**config.mk**
```make
export PLATFORM = sky130hd
export DESIGN_NAME = switch_frame_policy_control
export DESIGN_NICKNAME = d
export VERILOG_FILES = /design/src/logic/frame_policy_pkg.sv /design/src/logic/switch_frame_policy_control.sv
export SDC_FILE = /design/constraint.sdc
export NUM_CORES = 1
export LEC_CHECK = 0
export ABC_AREA = 0
export BUFFER_PORTS_ARGS = -buffer_cell sky130_fd_sc_hd__buf_2
export CELL_PAD_IN_SITES_DETAIL_PLACEMENT = 1
export CELL_PAD_IN_SITES_GLOBAL_PLACEMENT = 1
export CORE_UTILIZATION = 27
export DETAILED_ROUTE_END_ITERATION = 10
export HOLD_SLACK_MARGIN = 0.05
export PLACE_DENSITY_LB_ADDON = 0.15
export SLEW_MARGIN = 40
export SYNTH_ARGS = -nofsm -noshare
export SYNTH_HDL_FRONTEND = slang
export SYNTH_SLANG_ARGS = --single-unit
```
**constraint.sdc**
```tcl
create_clock -name aclk -period 1.4 [get_ports aclk]
set_input_delay 0.35 -clock aclk [delete_from_list [all_inputs] [get_ports aclk]]
set_output_delay 0.35 -clock aclk [all_outputs]
set_load 0.03 [all_outputs]
```
**src/logic/frame_policy_pkg.sv**
```systemverilog
package frame_policy_pkg;

    // ------------------------------------------------------------------
    // register map (byte addresses)
    // ------------------------------------------------------------------
    localparam int ADDR_W = 12;
    localparam logic [11:0] UVLAN_CTRL_OFS = 12'h328;
    localparam logic [11:0] MAC_CTRL0_OFS = 12'h330;

    // ------------------------------------------------------------------
    // field layout and reset values
    // ------------------------------------------------------------------
    localparam int NUM_PORTS = 6;
    localparam int UVLAN_EN_BIT = 31;
    localparam int MAC0_ALT_BACKOFF_BIT = 7;
    localparam int MAC0_LEN_CHECK_BIT = 3;
    localparam int MAC0_FC_DROP_MODE_BIT = 1;
    localparam int MAC0_AGGR_BACKOFF_BIT = 0;
    localparam logic UVLAN_EN_RST = 1'b0;
    localparam logic [5:0] UVLAN_MASK_RST = 6'h00;
    localparam logic [7:0] MAC_CTRL0_RST = 8'h04;

    // ------------------------------------------------------------------
    // frame classification constants
    // ------------------------------------------------------------------
    localparam logic [15:0] FC_ETHERTYPE = 16'h8808;
    localparam logic [47:0] FC_DEST_ADDR = 48'h0180c2000001;
    // length fields below 1500 are checked
    localparam logic [15:0] LEN_FIELD_LIMIT = 16'h05dc;

    // ------------------------------------------------------------------
    // bus responses
    // ------------------------------------------------------------------
    localparam logic [1:0] RESP_OKAY = 2'h0;
    localparam logic [1:0] RESP_SLVERR = 2'h2;

    typedef enum logic [1:0] {
        CLASS_KNOWN,
        CLASS_UNK_VLAN,
        CLASS_UNK_UCAST,
        CLASS_UNK_MCAST
    } unknown_class_t;

endpackage : frame_policy_pkg

```
**src/logic/switch_frame_policy_control.sv**
```systemverilog
`timescale 1ns/1ns
module switch_frame_policy_control
    import frame_policy_pkg::*;
(
    input wire logic aclk,
    input wire logic aresetn,
    input wire logic [ADDR_W-1:0] s_axi_awaddr,
    input wire logic s_axi_awvalid,
    output logic s_axi_awready,
    input wire logic [31:0] s_axi_wdata,
    input wire logic [3:0] s_axi_wstrb,
    input wire logic s_axi_wvalid,
    output logic s_axi_wready,
    output logic [1:0] s_axi_bresp,
    output logic s_axi_bvalid,
    input wire logic s_axi_bready,
    input wire logic [ADDR_W-1:0] s_axi_araddr,
    input wire logic s_axi_arvalid,
    output logic s_axi_arready,
    output logic [31:0] s_axi_rdata,
    output logic [1:0] s_axi_rresp,
    output logic s_axi_rvalid,
    input wire logic s_axi_rready,
    input wire logic frame_valid,
    input wire logic [15:0] frame_type_len,
    input wire logic [47:0] frame_dest_addr,
    input wire logic [15:0] frame_payload_len,
    input wire logic frame_vlan_hit,
    input wire logic frame_unk_ucast,
    input wire logic frame_unk_mcast,
    input wire logic [NUM_PORTS-1:0] port_full_duplex,
    output logic dec_valid,
    output logic dec_drop,
    output logic dec_override,
    output logic [NUM_PORTS-1:0] dec_ports,
    output unknown_class_t dec_class,
    output logic [NUM_PORTS-1:0] port_alt_backoff,
    output logic [NUM_PORTS-1:0] port_aggr_backoff
);

    // ------------------------------------------------------------------
    // registers
    // ------------------------------------------------------------------
    logic uvlan_en_q;
    logic [NUM_PORTS-1:0] uvlan_mask_q;
    logic [7:0] mac_ctrl0_q;
    logic aw_held_q;
    logic w_held_q;
    logic [ADDR_W-1:0] aw_addr_q;
    logic [31:0] w_data_q;
    logic [3:0] w_strb_q;
    logic do_write;
    logic [31:0] rd_word;
    logic rd_hit;

    assign do_write = aw_held_q && w_held_q && !s_axi_bvalid;

    always_ff @(posedge aclk) begin
        if (!aresetn) begin
            aw_held_q <= 1'b0;
            aw_addr_q <= '0;
            s_axi_awready <= 1'b1;
        end else if (s_axi_awvalid && s_axi_awready) begin
            aw_held_q <= 1'b1;
            aw_addr_q <= s_axi_awaddr;
            s_axi_awready <= 1'b0;
        end else if (s_axi_bvalid && s_axi_bready) begin
            s_axi_awready <= 1'b1;
        end else if (do_write) begin
            aw_held_q <= 1'b0;
        end
    end

    always_ff @(posedge aclk) begin
        if (!aresetn) begin
            w_held_q <= 1'b0;
            w_data_q <= '0;
            w_strb_q <= '0;
            s_axi_wready <= 1'b1;
        end else if (s_axi_wvalid && s_axi_wready) begin
            w_held_q <= 1'b1;
            w_data_q <= s_axi_wdata;
            w_strb_q <= s_axi_wstrb;
            s_axi_wready <= 1'b0;
        end else if (s_axi_bvalid && s_axi_bready) begin
            s_axi_wready <= 1'b1;
        end else if (do_write) begin
            w_held_q <= 1'b0;
        end
    end

    always_ff @(posedge aclk) begin
        if (!aresetn) begin
            s_axi_bvalid <= 1'b0;
            s_axi_bresp <= RESP_OKAY;
        end else if (do_write) begin
            s_axi_bvalid <= 1'b1;
            if (aw_addr_q[ADDR_W-1:2] == UVLAN_CTRL_OFS[ADDR_W-1:2]) begin
                s_axi_bresp <= RESP_OKAY;
            end else if (aw_addr_q[ADDR_W-1:2] == MAC_CTRL0_OFS[ADDR_W-1:2])
            begin
                s_axi_bresp <= RESP_OKAY;
            end else begin
                s_axi_bresp <= RESP_SLVERR;
            end
        end else if (s_axi_bready) begin
            s_axi_bvalid <= 1'b0;
        end
    end

    always_ff @(posedge aclk) begin
        if (!aresetn) begin
            uvlan_en_q <= UVLAN_EN_RST;
            uvlan_mask_q <= UVLAN_MASK_RST;
            mac_ctrl0_q <= MAC_CTRL0_RST;
        end else if (do_write) begin
            if (aw_addr_q[ADDR_W-1:2] == UVLAN_CTRL_OFS[ADDR_W-1:2]) begin
                if (w_strb_q[3]) begin
                    uvlan_en_q <= w_data_q[UVLAN_EN_BIT];
                end
                if (w_strb_q[0]) begin
                    uvlan_mask_q <= w_data_q[NUM_PORTS-1:0];
                end
            end else if (aw_addr_q[ADDR_W-1:2] == MAC_CTRL0_OFS[ADDR_W-1:2])
            begin
                if (w_strb_q[0]) begin
                    mac_ctrl0_q <= w_data_q[7:0];
                end
            end
        end
    end

    always_comb begin
        rd_word = '0;
        rd_hit = 1'b1;
        if (s_axi_araddr[ADDR_W-1:2] == UVLAN_CTRL_OFS[ADDR_W-1:2]) begin
            rd_word[UVLAN_EN_BIT] = uvlan_en_q;
            rd_word[NUM_PORTS-1:0] = uvlan_mask_q;
        end else if (s_axi_araddr[ADDR_W-1:2] == MAC_CTRL0_OFS[ADDR_W-1:2])
        begin
            rd_word[7:0] = mac_ctrl0_q;
        end else begin
            rd_hit = 1'b0;
        end
    end

    always_ff @(posedge aclk) begin
        if (!aresetn) begin
            s_axi_rvalid <= 1'b0;
            s_axi_rdata <= '0;
            s_axi_rresp <= RESP_OKAY;
            s_axi_arready <= 1'b1;
        end else if (s_axi_arvalid && s_axi_arready) begin
            s_axi_rvalid <= 1'b1;
            s_axi_rdata <= rd_word;
            s_axi_rresp <= rd_hit ? RESP_OKAY : RESP_SLVERR;
            s_axi_arready <= 1'b0;
        end else if (s_axi_rvalid && s_axi_rready) begin
            s_axi_rvalid <= 1'b0;
            s_axi_arready <= 1'b1;
        end
    end

    // ------------------------------------------------------------------
    // frame policy decision
    // ------------------------------------------------------------------
    logic vlan_unknown;
    logic fc_type_hit;
    logic fc_addr_hit;
    logic fc_drop;
    logic len_drop;
    unknown_class_t class_d;

    assign vlan_unknown = !frame_vlan_hit;
    assign fc_type_hit = frame_type_len == FC_ETHERTYPE;
    assign fc_addr_hit = frame_dest_addr == FC_DEST_ADDR;
    assign fc_drop = mac_ctrl0_q[MAC0_FC_DROP_MODE_BIT] ?
        (fc_type_hit || fc_addr_hit) :
        (fc_type_hit && fc_addr_hit);
    assign len_drop = mac_ctrl0_q[MAC0_LEN_CHECK_BIT] &&
        frame_type_len < LEN_FIELD_LIMIT &&
        frame_payload_len != frame_type_len;

    always_comb begin
        if (vlan_unknown) begin
            class_d = CLASS_UNK_VLAN;
        end else if (frame_unk_ucast) begin
            class_d = CLASS_UNK_UCAST;
        end else if (frame_unk_mcast) begin
            class_d = CLASS_UNK_MCAST;
        end else begin
            class_d = CLASS_KNOWN;
        end
    end

    always_ff @(posedge aclk) begin
        if (!aresetn) begin
            dec_valid <= 1'b0;
            dec_drop <= 1'b0;
            dec_override <= 1'b0;
            dec_ports <= '0;
            dec_class <= CLASS_KNOWN;
        end else begin
            dec_valid <= frame_valid;
            if (frame_valid) begin
                dec_drop <= fc_drop || len_drop;
                dec_class <= class_d;
                dec_override <= vlan_unknown && uvlan_en_q;
                dec_ports <= (vlan_unknown && uvlan_en_q) ?
                    uvlan_mask_q : '0;
            end
        end
    end

    // ------------------------------------------------------------------
    // per-port back-off settings
    // ------------------------------------------------------------------
    always_ff @(posedge aclk) begin
        if (!aresetn) begin
            port_alt_backoff <= '0;
            port_aggr_backoff <= '0;
        end else begin
            port_alt_backoff <= mac_ctrl0_q[MAC0_ALT_BACKOFF_BIT] ?
                ~port_full_duplex : '0;
            port_aggr_backoff <= mac_ctrl0_q[MAC0_AGGR_BACKOFF_BIT] ?
                ~port_full_duplex : '0;
        end
    end
endmodule : switch_frame_policy_control

```
Yosys cells after proc, flatten, opt, wreduce, memory -nomap -nowiden:

Cells that the tools add are included.

* $lt $le $gt $ge: 1
* reduce and logical (&&, ||, !) cells: 28
* eq/ne operators: 9
* bitwise operators: 2
* multiplexer cells: 27

Operators by type and width (count)
* equality test 48 x 41 -> 1 bit (second input constant): 1
* equality test 10 x 8 -> 1 bit (second input constant): 4
* two-way mux 1 bit: 17
* equality test 16 bit (second input constant): 1
* < comparator 16 x 11 -> 1 bit (second input constant): 1
* inequality test 16 bit: 1
* two-way mux 2 bit: 7
* two-way mux 6 bit: 2
* nonzero test 2 bit: 6
* logical AND 1 bit: 11
* two-way mux 8 bit: 1
* AND reduction 2 bit: 4
* inverter 6 bit: 1
* AND reduction 3 bit: 2
* inequality test 2 bit (second input constant): 2
* AND reduction 4 bit: 1
* zero test 1 bit: 2
* logical OR 1 bit: 2
* inverter 1 bit: 1

* logic and storage cells: 90
* flip-flop bits (word level): 106

Longest topological paths before layout:

Gate-level depths: netlist of the first run.

* depth in word-level cells: 5
* mapped depth: 6
* depth with buffers taken out: 5

Worst setup path before layout of the first run:

Ideal clock, no wire load.

* kind: reg-to-reg
* from: reg s_axi_bvalid
* to: reg mac_ctrl0_q[2]
* clock period less this slack: 1.598 ns
* required time: 1.276 ns
* slack: -0.198 ns
* data arrival time: 1.473 ns
* cell stages (with the launch flop): 7
* cells stage by stage: dfxtp_1 -> and3b_1 -> and3_1 -> nand4b_1 -> buf_4 -> mux2i_1 -> nand2_1

* word-level cells in the longest chain between the ends: 3

Ends and longest elaborated chain
* from (decl): line switch_frame_policy_control.sv:15 `output logic s_axi_bvalid,`
* from (signal assigned): line switch_frame_policy_control.sv:94 `s_axi_bvalid <= 1'b0;`
* from (signal assigned): line switch_frame_policy_control.sv:97 `s_axi_bvalid <= 1'b1;`
* from (signal assigned): line switch_frame_policy_control.sv:107 `s_axi_bvalid <= 1'b0;`
* zero test 1 bit: line switch_frame_policy_control.sv:56 `assign do_write = aw_held_q && w_held_q && !s_axi_bvalid;`
* logical AND 1 bit: line switch_frame_policy_control.sv:56
* AND reduction 4 bit (no line)
* to (signal assigned): line switch_frame_policy_control.sv:127 `mac_ctrl0_q <= w_data_q[7:0];`
* to (decl): line switch_frame_policy_control.sv:46 `logic [7:0] mac_ctrl0_q;`

Every way passes these cells.
A chain may end at the register's enable or synchronous reset.

Worst setup path in the final report of the first run:

* from: reg aw_addr_q[6]
* to: reg mac_ctrl0_q[2]

* word-level cells in the longest chain between the ends: 3

Ends and longest elaborated chain
* from (decl): line switch_frame_policy_control.sv:49 `logic [ADDR_W-1:0] aw_addr_q;`
* from (signal assigned): line switch_frame_policy_control.sv:65 `aw_addr_q <= s_axi_awaddr;`
* equality test 10 x 8 -> 1 bit: line switch_frame_policy_control.sv:117 `if (aw_addr_q[ADDR_W-1:2] == UVLAN_CTRL_OFS[ADDR_W-1:2]) begin`
* inverter 1 bit (no line)
* AND reduction 4 bit (no line) (*)

Every way passes the cells marked *; elsewhere a longest branch is shown, timed or not.

==> results.rst, run 1 <==
.. list-table::
   :header-rows: 1

   * - Metric
     - Value
   * - Result of the run
     - complete, but fails checks
   * - Violated checks
     - setup timing
   * - Fraction of synthesized area in multiplexers
     - 0.0467
   * - Area share of and/or/nand/nor cells after synthesis
     - 0.262
   * - Post-synthesis instance area
     - roughly 0.0034 mm^2
   * - Setup tns final
     - -692 ps
   * - Input/output buffers
     - about 170
   * - Number of warnings printed during yosys synthesis
     - 0
   * - Data required, critical path
     - 1610 ps
   * - Horizontal extent of the die
     - around 110 um
   * - Synth async-reset ratio
     - 0
   * - Clock sink total
     - a little under 80
   * - Unique masters post-synth
     - 37
   * - Number of DRC violations after detailed-routing iteration 0
     - 99
   * - Max Buffers Root-to-Sink
     - 2
   * - Post-synthesis share of cell area spent on full adders, half adders and majority gates
     - 0
   * - Maximum number of pins on one net before global-route repair
     - 48
   * - Crit share post-route
     - 1.08
   * - Area fraction in compound gates after synthesis
     - 0.123
   * - Ant. Diodes
     - 0
   * - Syn avg cell area
     - around 9.1 um^2
   * - Critical path endpoint category
     - flop
   * - Instance count of the mapped netlist
     - around 380
   * - Core region area
     - between 0.01 and 0.015 mm^2
   * - Net Switching
     - ~1.3 mW
   * - Internal power
     - 4.11 mW
   * - Share of post-route cells with drive strength above 1
     - 0.396
   * - Most used flip-flop cell after synthesis
     - dfxtp_1
   * - Number of global-route vias before repair
     - ~3300
   * - Most frequently used cell type in the post-synthesis netlist
     - dfxtp_1
   * - HPWL reported at the end of detailed placement
     - slightly above 8 mm
   * - Arrival time worst endpoint
     - 1710 ps
   * - Synthesized-area fraction occupied by xor and xnor cells
     - 0.0434
   * - Std-Cell Rows
     - 40
   * - I/O Pins
     - about 220
   * - Initial antenna violation count
     - 0
   * - Full die area
     - around 0.013 mm^2
   * - Worst-case setup margin in the final layout
     - -105 ps
   * - Largest area contributor in the synthesized netlist
     - dfxtp_1
   * - Final Wtd Congestion
     - just under 0.8
   * - Number of violations of the max-capacitance limit
     - 0
   * - Max IR drop VDD
     - approximately 580 uV
   * - Category of cells accounting for the largest share of critical-path delay
     - simple AND/OR/NAND/NOR gates
   * - Initial Util
     - 0.281
   * - Biggest cell delay along the critical path
     - about 330 ps
   * - Static leakage
     - 2.26 nW
   * - Sequential element share of the synthesized area
     - 0.450
   * - Vias
     - between 3000 and 4000
   * - Relative contribution of the clock network to total power
     - 0.438
   * - Fin Clk Skew
     - between 4 and 5 ps
   * - Count of buffer and inverter cells on the critical path
     - 1
   * - Maximum frequency from static timing analysis
     - around 660 MHz
   * - Highest-delay cell along the critical path
     - dfxtp_2
   * - Total grt overflow
     - 0
   * - Most frequent cells after synthesis
     - dfxtp_1, nand2_1, a21boi_0
   * - Sequential cell area in the final layout
     - ~0.0015 mm^2
   * - Minimum period implied by the final worst setup slack
     - 1510 ps
   * - Combinational family with the most area after synthesis
     - simple AND/OR/NAND/NOR gates
   * - Filler cells
     - 1514
   * - #FFs+latches synth
     - just under 80
   * - Placement Cell Area
     - approximately 0.0045 mm^2
   * - Class of the tightest hold or removal check
     - input pin to flop
   * - Total wire length
     - 10.2 mm
   * - Synth-to-Final Area Change
     - 43.8%
   * - Post-synth EDFFs
     - 0
   * - Final-layout worst hold slack
     - between 150 and 200 ps
   * - Hold-fix buffer count after cts
     - 0
   * - Post-CTS clock slew at the launch and capture registers of the worst setup and hold paths
     - 60 ps
   * - TritonCTS clock tree
     - done
   * - Number of hold violations in the final report
     - 0
   * - Combined area of the multi-input logic cells
     - between 0.0015 and 0.002 mm^2
   * - Net count, final
     - 720
   * - Startpoint-to-endpoint class of the critical path
     - flop to flop
   * - Area share of the leading cell type in the synthesized netlist
     - 0.450
   * - Remaining number of nets flagged by the antenna check after routing
     - 0
   * - Via/cell ratio
     - 4.36
   * - Number of design rule violations left after detail routing
     - 0
   * - Root buffer selected by CTS
     - clkbuf_16
   * - Switching Fraction
     - 0.244
   * - Final Setup Violations
     - 11
   * - WL per Instance
     - between 10 and 15 um
   * - Top area cells in the synthesized netlist
     - dfxtp_1, a21boi_0, nand2_1
   * - 1st-pass router iterations
     - 4
   * - Power share of the sequential group
     - 0.427
   * - Total GRT Usage
     - 0.161
   * - Wire length of the first global-routing pass
     - roughly 16 mm
   * - Later-pin clock latency in the skew report
     - around 330 ps
   * - Area of all placed cells without fillers
     - just under 0.005 mm^2
   * - Setup repair after global routing missed its margin
     - true
   * - Cells along the critical path
     - nor4b_4 -> and3_4 -> nand4b_1 -> buf_6 -> mux2i_1 -> nand2_1
   * - H-Tree Depth
     - 3
   * - Startpoint types
     - flop
   * - Power density cells
     - approximately 1100 mW/mm^2
   * - Combinational cell fraction of total power
     - 0.136
   * - Height of the die
     - roughly 110 um
   * - Number of buffers added by the clock tree synthesis step
     - 9
   * - Number of slew-limit violations in the final report
     - 0
   * - CP max FO
     - 8
[cell usage in the layout, fill, tap and decap left out, types with 2 or more instances in the layout]
cell,synthesis,layout
mux2i_1,16,16
nor3b_4,0,2
buf_4,26,24
clkbuf_8,0,3
dfxtp_1,77,73
xnor2_1,16,16
buf_2,0,166
nor4_1,9,9
nor2b_1,19,19
buf_6,0,3
nor4b_4,0,2
a31oi_1,2,2
a21boi_0,33,33
nor3_1,3,3
nand4_1,8,8
clkbuf_16,0,9
nand3_1,11,10
a221oi_1,6,4
conb_1,1,25
nor3b_1,6,5
nand2_1,54,53
and2_1,5,5
nor4b_1,9,8
o21ai_0,7,7
nor2_1,19,19
nand2b_1,10,10
a221oi_2,0,2
nand4b_1,2,2
a21oi_1,7,7
dfxtp_2,0,3
[final timing paths]
kind / start / end / slack [ps] / depth (start not counted)
max: aw_addr_q[6] / mac_ctrl0_q[2] / -110 / 6
min: port_full_duplex[0] / port_alt_backoff[0] / 190 / 2
max reg2reg: aw_addr_q[6] / mac_ctrl0_q[2] / -110 / 6
min reg2reg: s_axi_rdata[6] / s_axi_rdata[6] / 460 / 2
[cells by family after synthesis]
group | Yosys count
simple gates | 164
buf+inv | 41
mux | 16
flops | 77
xor+xnor | 17
other cells | 1
compound gates | 60
[registers in the layout, indices dropped and copies added, names as in the netlist, 2 cells and up]
signal,flops
aw_addr_q,10
uvlan_mask_q,6
w_data_q,9
port_alt_backoff,6
w_strb_q,2
mac_ctrl0_q,8
dec_ports,6
s_axi_rdata,9
dec_class,2
port_aggr_backoff,6
[worst register-to-register path: stages (launching register included)]
cell      delay [ps]
dfxtp_2          330
nor4b_4          280
and3_4           250
nand4b_1         120
buf_6            170
mux2i_1          160
nand2_1           70
[power by group through the flow]
stage          Clock, mW  Sequential [mW]  Combinational, mW
3_5_place_dp           0             2.36              0.739
5_1_grt             2.55             2.33              0.810
3_3_place_gp           0             2.36              0.721
6_report            2.38             2.32              0.738
4_1_cts             2.46             2.32              0.747
2_1_floorplan          0             2.42              0.388
[layer usage]
layer  vias up  track usage  wire length [um]
met5         -            0                 0
met4         0       0.0398                82
met3         6       0.0466               469
met2        86        0.286              5190
met1      1491        0.189              4480
li1       1629            -                 -
[layout make-up]
| cell class | count | area share |
|---|---|---|
| clock buffers | 13 | 0.0548 |
| flip-flops and latches | 77 | 0.314 |
| multi-input cells | 282 | 0.368 |
| clock inverters | 3 | 0.00863 |
| repair buffers | 193 | 0.212 |
| well taps | 168 | 0.0426 |
[through the flow]
| step | std cells | util | setup slack (ps) | total power [mW] |
|---|---|---|---|---|
| finish | 736 | 0.404 | -105 | 5.44 |
| global route | 736 | 0.404 | -220 | 5.69 |
| CTS | 735 | 0.401 | -129 | 5.53 |
| detailed placement | 718 | 0.371 | -306 | 3.10 |
| global placement | 718 | 0.371 | -194 | 3.08 |
| floorplan | 400 | - | -10.9 | 2.81 |
[repair_timing]
item	CTS	global route
setup endpoints to repair	15	17
resized for setup	10	6
setup buffers	1	1
pin swaps	3	6
Power figures use the tool's default switching activity.
==> inputs of run 2 (changes only) <==
--- a/config.mk
+++ b/config.mk
@@ -12,6 +12,7 @@
 export CORE_UTILIZATION = 27
 export DETAILED_ROUTE_END_ITERATION = 10
 export HOLD_SLACK_MARGIN = 0.05
+export MAX_ROUTING_LAYER = met4
 export PLACE_DENSITY_LB_ADDON = 0.15
 export SLEW_MARGIN = 40
 export SYNTH_ARGS = -nofsm -noshare
==> results.rst, run 2 (synthesis results as in run 1) <==
.. list-table::
   :header-rows: 1

   * - Metric
     - Value
   * - Post-CTS clock slew at the launch and capture registers of the worst setup and hold paths
     - around 60 ps
   * - Final Instance Count excl. Fillers
     - roughly 740
   * - Combinational cell fraction of total power
     - 0.135
   * - Overall power consumption
     - 5.45 mW
   * - Result of the run
     - complete, but fails checks
   * - Crit share post-route
     - 1.08
   * - Vias
     - around 3200
   * - Clock sink total
     - just under 80
   * - Arrival time worst endpoint
     - approximately 1700 ps
   * - Root buffer selected by CTS
     - clkbuf_16
   * - Count of placed standard cells including taps
     - just over 700
   * - Input/output buffers
     - around 170
   * - Relative contribution of the clock network to total power
     - 0.439
   * - Number of DRC violations after detailed-routing iteration 0
     - around 120
   * - Remaining number of nets flagged by the antenna check after routing
     - 0
   * - Final Wtd Congestion
     - 0.802
   * - Wire length of the first global-routing pass
     - around 16 mm
   * - Static leakage
     - between 2 and 2.5 nW
   * - Most common cell after layout, fill and taps aside
     - buf_2
   * - Total wire length
     - ~10 mm
   * - Hold-fix buffer count after cts
     - 0
   * - Worst-case setup margin in the final layout
     - -112 ps
   * - Maximum frequency from static timing analysis
     - roughly 660 MHz
   * - Critical path endpoint category
     - flop
   * - Number of slew-limit violations in the final report
     - 0
   * - WL per Instance
     - roughly 14 um
   * - CP max FO
     - 8
   * - Register with the highest flop count
     - aw_addr_q
   * - Fin Clk Skew
     - between 6 and 7 ps
   * - Largest registers ranked by flip-flop count
     - aw_addr_q (10), s_axi_rdata (9), w_data_q (9)
   * - 1st-pass router iterations
     - 4
   * - TritonCTS clock tree
     - done
   * - Final Setup Violations
     - 11
   * - HPWL reported at the end of detailed placement
     - 8.10 mm
   * - H-Tree Depth
     - 3
   * - I/O Pins
     - 221
   * - Setup repair after global routing missed its margin
     - true
   * - Class of the tightest hold or removal check
     - input pin to flop
   * - Max Buffers Root-to-Sink
     - 2
   * - Initial antenna violation count
     - 0
   * - Number of hold violations in the final report
     - 0
   * - Horizontal extent of the die
     - 115 um
   * - Length in cells of the worst reg-to-reg path
     - 6
   * - Pre-CTS worst setup slack
     - -306 ps
   * - Startpoint types
     - flop
   * - Number of violations of the max-capacitance limit
     - 0
   * - Synth-to-Final Area Change
     - 43.9%
   * - Total GRT Usage
     - 0.166
   * - Switching Fraction
     - 0.246
   * - Violated checks
     - setup timing
   * - Initial Util
     - 0.281
   * - Minimum period implied by the final worst setup slack
     - 1510 ps
   * - Maximum number of pins on one net before global-route repair
     - 48
   * - Number of buffers added by the clock tree synthesis step
     - 9
   * - Power share of the sequential group
     - 0.426
   * - Power density cells
     - between 1000 and 1500 mW/mm^2
   * - Std-Cell Rows
     - 40
   * - Total grt overflow
     - 0
   * - Share of post-route cells with drive strength above 1
     - 0.396
   * - Ant. Diodes
     - 0
   * - Internal power
     - around 4 mW
   * - Net count, final
     - between 700 and 800
   * - Number of global-route vias before repair
     - 3312
   * - Full die area
     - about 0.013 mm^2
   * - Startpoint-to-endpoint class of the critical path
     - flop to flop
   * - Core region area
     - 0.0122 mm^2
   * - Via/cell ratio
     - ~4.4
   * - Height of the die
     - roughly 110 um
   * - Number of cells traversed by the worst hold path
     - 2
   * - Later-pin clock latency in the skew report
     - 340 ps
   * - Max IR drop VDD
     - roughly 580 uV
   * - Number of flip-flops under the largest register name
     - 10
   * - Net Switching
     - 1.34 mW
   * - Commonest non-fill, non-tap cells in the layout
     - buf_2, dfxtp_1, nand2_1, a21boi_0, conb_1
   * - Number of design rule violations left after detail routing
     - 0
   * - Data required, critical path
     - 1610 ps
## run 2: worst paths after layout
path,slack (ps),startpoint,endpoint
max,-110,aw_addr_q[6],mac_ctrl0_q[2]
min,180,port_full_duplex[4],port_alt_backoff[4]
max reg2reg,-110,aw_addr_q[6],mac_ctrl0_q[2]
min reg2reg,460,s_axi_rdata[6],s_axi_rdata[6]
## run 2: area by class of cell
class | count | area, um^2
Timing Repair Buffer | 193 | 1050
Clock inverter | 3 | 42.5
Multi-Input combinational cell | 282 | 1810
Sequential cell | 77 | 1550
Fill cell | 1517 | 7280
Clock buffer | 13 | 270
Tap cell | 168 | 210
## run 2: power by group through the flow
stage	Sequential [mW]	Clock (mW)	Combinational (mW)
global route	2.33	2.55	0.811
CTS	2.32	2.46	0.747
detailed placement	2.36	0	0.739
finish	2.32	2.39	0.738
floorplan	2.42	0	0.388
global placement	2.36	0	0.721
## run 2: critical path, cell delays in order, from the launching register on
cell,delay (ps)
dfxtp_2,330
nor4b_4,280
and3_4,250
nand4b_1,120
buf_6,170
mux2i_1,160
nand2_1,60
## run 2: layer usage
layer  wire length, um  part of all wire  global-route usage
met2              5240              0.51               0.286
met3               473             0.046              0.0466
met1              4540              0.44               0.190
met4               107             0.010              0.0398
met5                 0                 0                   -
## run 2: metrics by stage
stage,TNS [ps],util,cell area [um^2],hold slack [ps]
4_1_cts,-943,0.401,4900,170
3_3_place_gp,-3980,0.371,4530,449
5_1_grt,-1870,0.404,4930,170
2_1_floorplan,-61.2,-,3560,422
6_report,-797,0.404,4930,180
3_5_place_dp,-6470,0.371,4530,455
## run 2: timing repair
| item | 4_1_cts | 5_1_grt |
|---|---|---|
| hold endpoints to repair | 0 | 0 |
| resized for setup | 10 | 7 |
| pin swaps | 3 | 6 |
| setup buffers | 1 | 1 |
| endpoints found under the setup margin | 15 | 17 |
==> inputs of run 3 (changes only) <==
--- a/config.mk
+++ b/config.mk
@@ -10,6 +10,7 @@
 export CELL_PAD_IN_SITES_DETAIL_PLACEMENT = 1
 export CELL_PAD_IN_SITES_GLOBAL_PLACEMENT = 1
 export CORE_UTILIZATION = 27
+export CTS_BUF_LIST = sky130_fd_sc_hd__clkbuf_8
 export DETAILED_ROUTE_END_ITERATION = 10
 export HOLD_SLACK_MARGIN = 0.05
 export MAX_ROUTING_LAYER = met4
==> results.rst, run 3 (synthesis results as in run 1) <==
.. list-table::
   :header-rows: 1

   * - Metric
     - Value
   * - Share of post-route cells with drive strength above 1
     - 0.393
   * - Length in cells of the worst reg-to-reg path
     - 6
   * - Ant. Diodes
     - 0
   * - Number of design rule violations left after detail routing
     - 0
   * - Setup repair after global routing missed its margin
     - true
   * - Startpoint of the most critical register-to-register path
     - aw_addr_q[6]
   * - Data required, critical path
     - about 1600 ps
   * - Total grt overflow
     - 0
   * - TritonCTS clock tree
     - done
   * - Number of hold violations in the final report
     - 0
   * - Via/cell ratio
     - 4.37
   * - Input/output buffers
     - around 170
   * - Commonest non-fill, non-tap cells in the layout
     - buf_2, dfxtp_1, nand2_1, a21boi_0, buf_4
   * - Total wire length
     - between 10 and 15 mm
   * - Startpoint-to-endpoint class of the critical path
     - flop to flop
   * - Critical path endpoint category
     - flop
   * - Biggest cell delay along the critical path
     - approximately 340 ps
   * - 1st-pass router iterations
     - 4
   * - Net count, final
     - around 700
   * - Startpoint types
     - flop
   * - Power density cells
     - between 900 and 1000 mW/mm^2
   * - Total GRT Usage
     - 0.162
   * - Final Wtd Congestion
     - approximately 0.8
   * - Number of global-route vias before repair
     - approximately 3300
   * - Number of cells traversed by the worst hold path
     - 2
   * - Minimum period implied by the final worst setup slack
     - approximately 1500 ps
   * - Number of violations of the max-capacitance limit
     - 0
   * - Number of slew-limit violations in the final report
     - 0
   * - Register with the highest flop count
     - aw_addr_q
   * - Number of flip-flops under the largest register name
     - 10
   * - Core region area
     - around 0.012 mm^2
   * - Overall power consumption
     - 4.81 mW
   * - Remaining number of nets flagged by the antenna check after routing
     - 0
   * - Initial antenna violation count
     - 0
   * - Worst-case setup margin in the final layout
     - -112 ps
   * - Source of the worst hold timing path
     - port_full_duplex[2]
   * - Wire length of the first global-routing pass
     - around 16 mm
   * - Initial Util
     - 0.281
   * - Final Setup Violations
     - 10
   * - Horizontal extent of the die
     - about 110 um
   * - Fin Clk Skew
     - between 8 and 9 ps
   * - Vias
     - 3216
   * - Maximum number of pins on one net before global-route repair
     - between 40 and 50
   * - HPWL reported at the end of detailed placement
     - 8.10 mm
   * - Hold-fix buffer count after cts
     - 0
   * - Most common cell after layout, fill and taps aside
     - buf_2
   * - Full die area
     - 0.0132 mm^2
   * - Violated checks
     - setup timing
   * - Root buffer selected by CTS
     - clkbuf_8
   * - Maximum frequency from static timing analysis
     - about 660 MHz
   * - Max Buffers Root-to-Sink
     - 2
   * - Setup tns final
     - -717 ps
   * - Class of the tightest hold or removal check
     - input pin to flop
   * - Filler cells
     - about 1500
   * - Later-pin clock latency in the skew report
     - about 350 ps
   * - Crit share post-route
     - 1.08
   * - Post-CTS clock slew at the launch and capture registers of the worst setup and hold paths
     - 80 ps
   * - Worst reg2reg setup slack
     - -110 ps
   * - Reg2reg end
     - mac_ctrl0_q[2]
   * - Height of the die
     - around 110 um
   * - Number of DRC violations after detailed-routing iteration 0
     - 75
   * - Synth-to-Final Area Change
     - 40.5%
   * - Number of buffers added by the clock tree synthesis step
     - 9
   * - Result of the run
     - complete, but fails checks
   * - Worst hold endpoint
     - port_alt_backoff[2]
   * - Largest registers ranked by flip-flop count
     - aw_addr_q (10), s_axi_rdata (9), w_data_q (9)
   * - Cells along the critical path
     - nor4b_4 -> and3_4 -> nand4b_1 -> buf_6 -> mux2i_1 -> nand2_1
   * - Highest-delay cell along the critical path
     - dfxtp_2
   * - Arrival time worst endpoint
     - around 1700 ps
   * - Clock sink total
     - 77
   * - Std-Cell Rows
     - 40
   * - Max IR drop VDD
     - 528 uV
   * - CP max FO
     - 8
   * - WL per Instance
     - 13.7 um
   * - I/O Pins
     - ~220
   * - Static leakage
     - ~2.2 nW
   * - H-Tree Depth
     - 3
## run 3: metrics by stage
stage	setup WS, ps	instances	area (um^2)	hold WS [ps]	utilization
detailed placement	-306	718	4530	455	0.371
finish	-112	736	4820	160	0.394
CTS	-132	735	4800	132	0.393
global placement	-194	718	4530	449	0.371
global route	-227	736	4820	127	0.394
floorplan	-10.9	400	3560	422	-
## run 3: layout make-up
| type | instances | area [um^2] | share of cell area |
|---|---|---|---|
| Sequential cell | 77 | 1550 | 0.322 |
| Timing Repair Buffer | 193 | 1040 | 0.217 |
| Tap cell | 168 | 210 | 0.0436 |
| Clock buffer | 12 | 165 | 0.0343 |
| Clock inverter | 4 | 46.3 | 0.00961 |
| Multi-Input combinational cell | 282 | 1800 | 0.374 |
## run 3: critical path, delay by kind of cell (launching register included)
kind | cells | cell delay (ps)
mux | 1 | 150
buf+inv | 1 | 170
simple gates | 4 | 720
flops | 1 | 340
## run 3: what timing repair did
item                                    CTS  global route
pin swaps                                 3             2
endpoints found under the setup margin   15            16
setup buffers                             1             1
gates resized for setup                  10             5
## run 3: power breakdown
part | internal, mW | switching (mW) | total (mW)
clock network | 0.960 | 0.792 | 1.75
logic | 0.321 | 0.416 | 0.737
registers | 2.26 | 0.0537 | 2.32
total | 3.55 | 1.26 | 4.81
## run 3: layer usage
metal / vias to the layer above / routed length [um] / track usage
met2: 81 / 5050 / 0.279
met3: 9 / 430 / 0.0434
met1: 1500 / 4490 / 0.187
li1: 1626 / - / -
met4: 0 / 99 / 0.0398
met5: - / 0 / -
## run 3: worst max path at each step
stage	startpoint	to	slack, ps	cells after the start
floorplan	s_axi_araddr[11]	s_axi_rdata[0]	-10	5
global placement	s_axi_araddr[11]	s_axi_rdata[2]	-190	7
detailed placement	aw_addr_q[6]	uvlan_mask_q[2]	-310	5
CTS	aw_addr_q[7]	mac_ctrl0_q[2]	-130	6
global route	aw_addr_q[6]	mac_ctrl0_q[2]	-230	6
finish	aw_addr_q[6]	mac_ctrl0_q[2]	-110	6
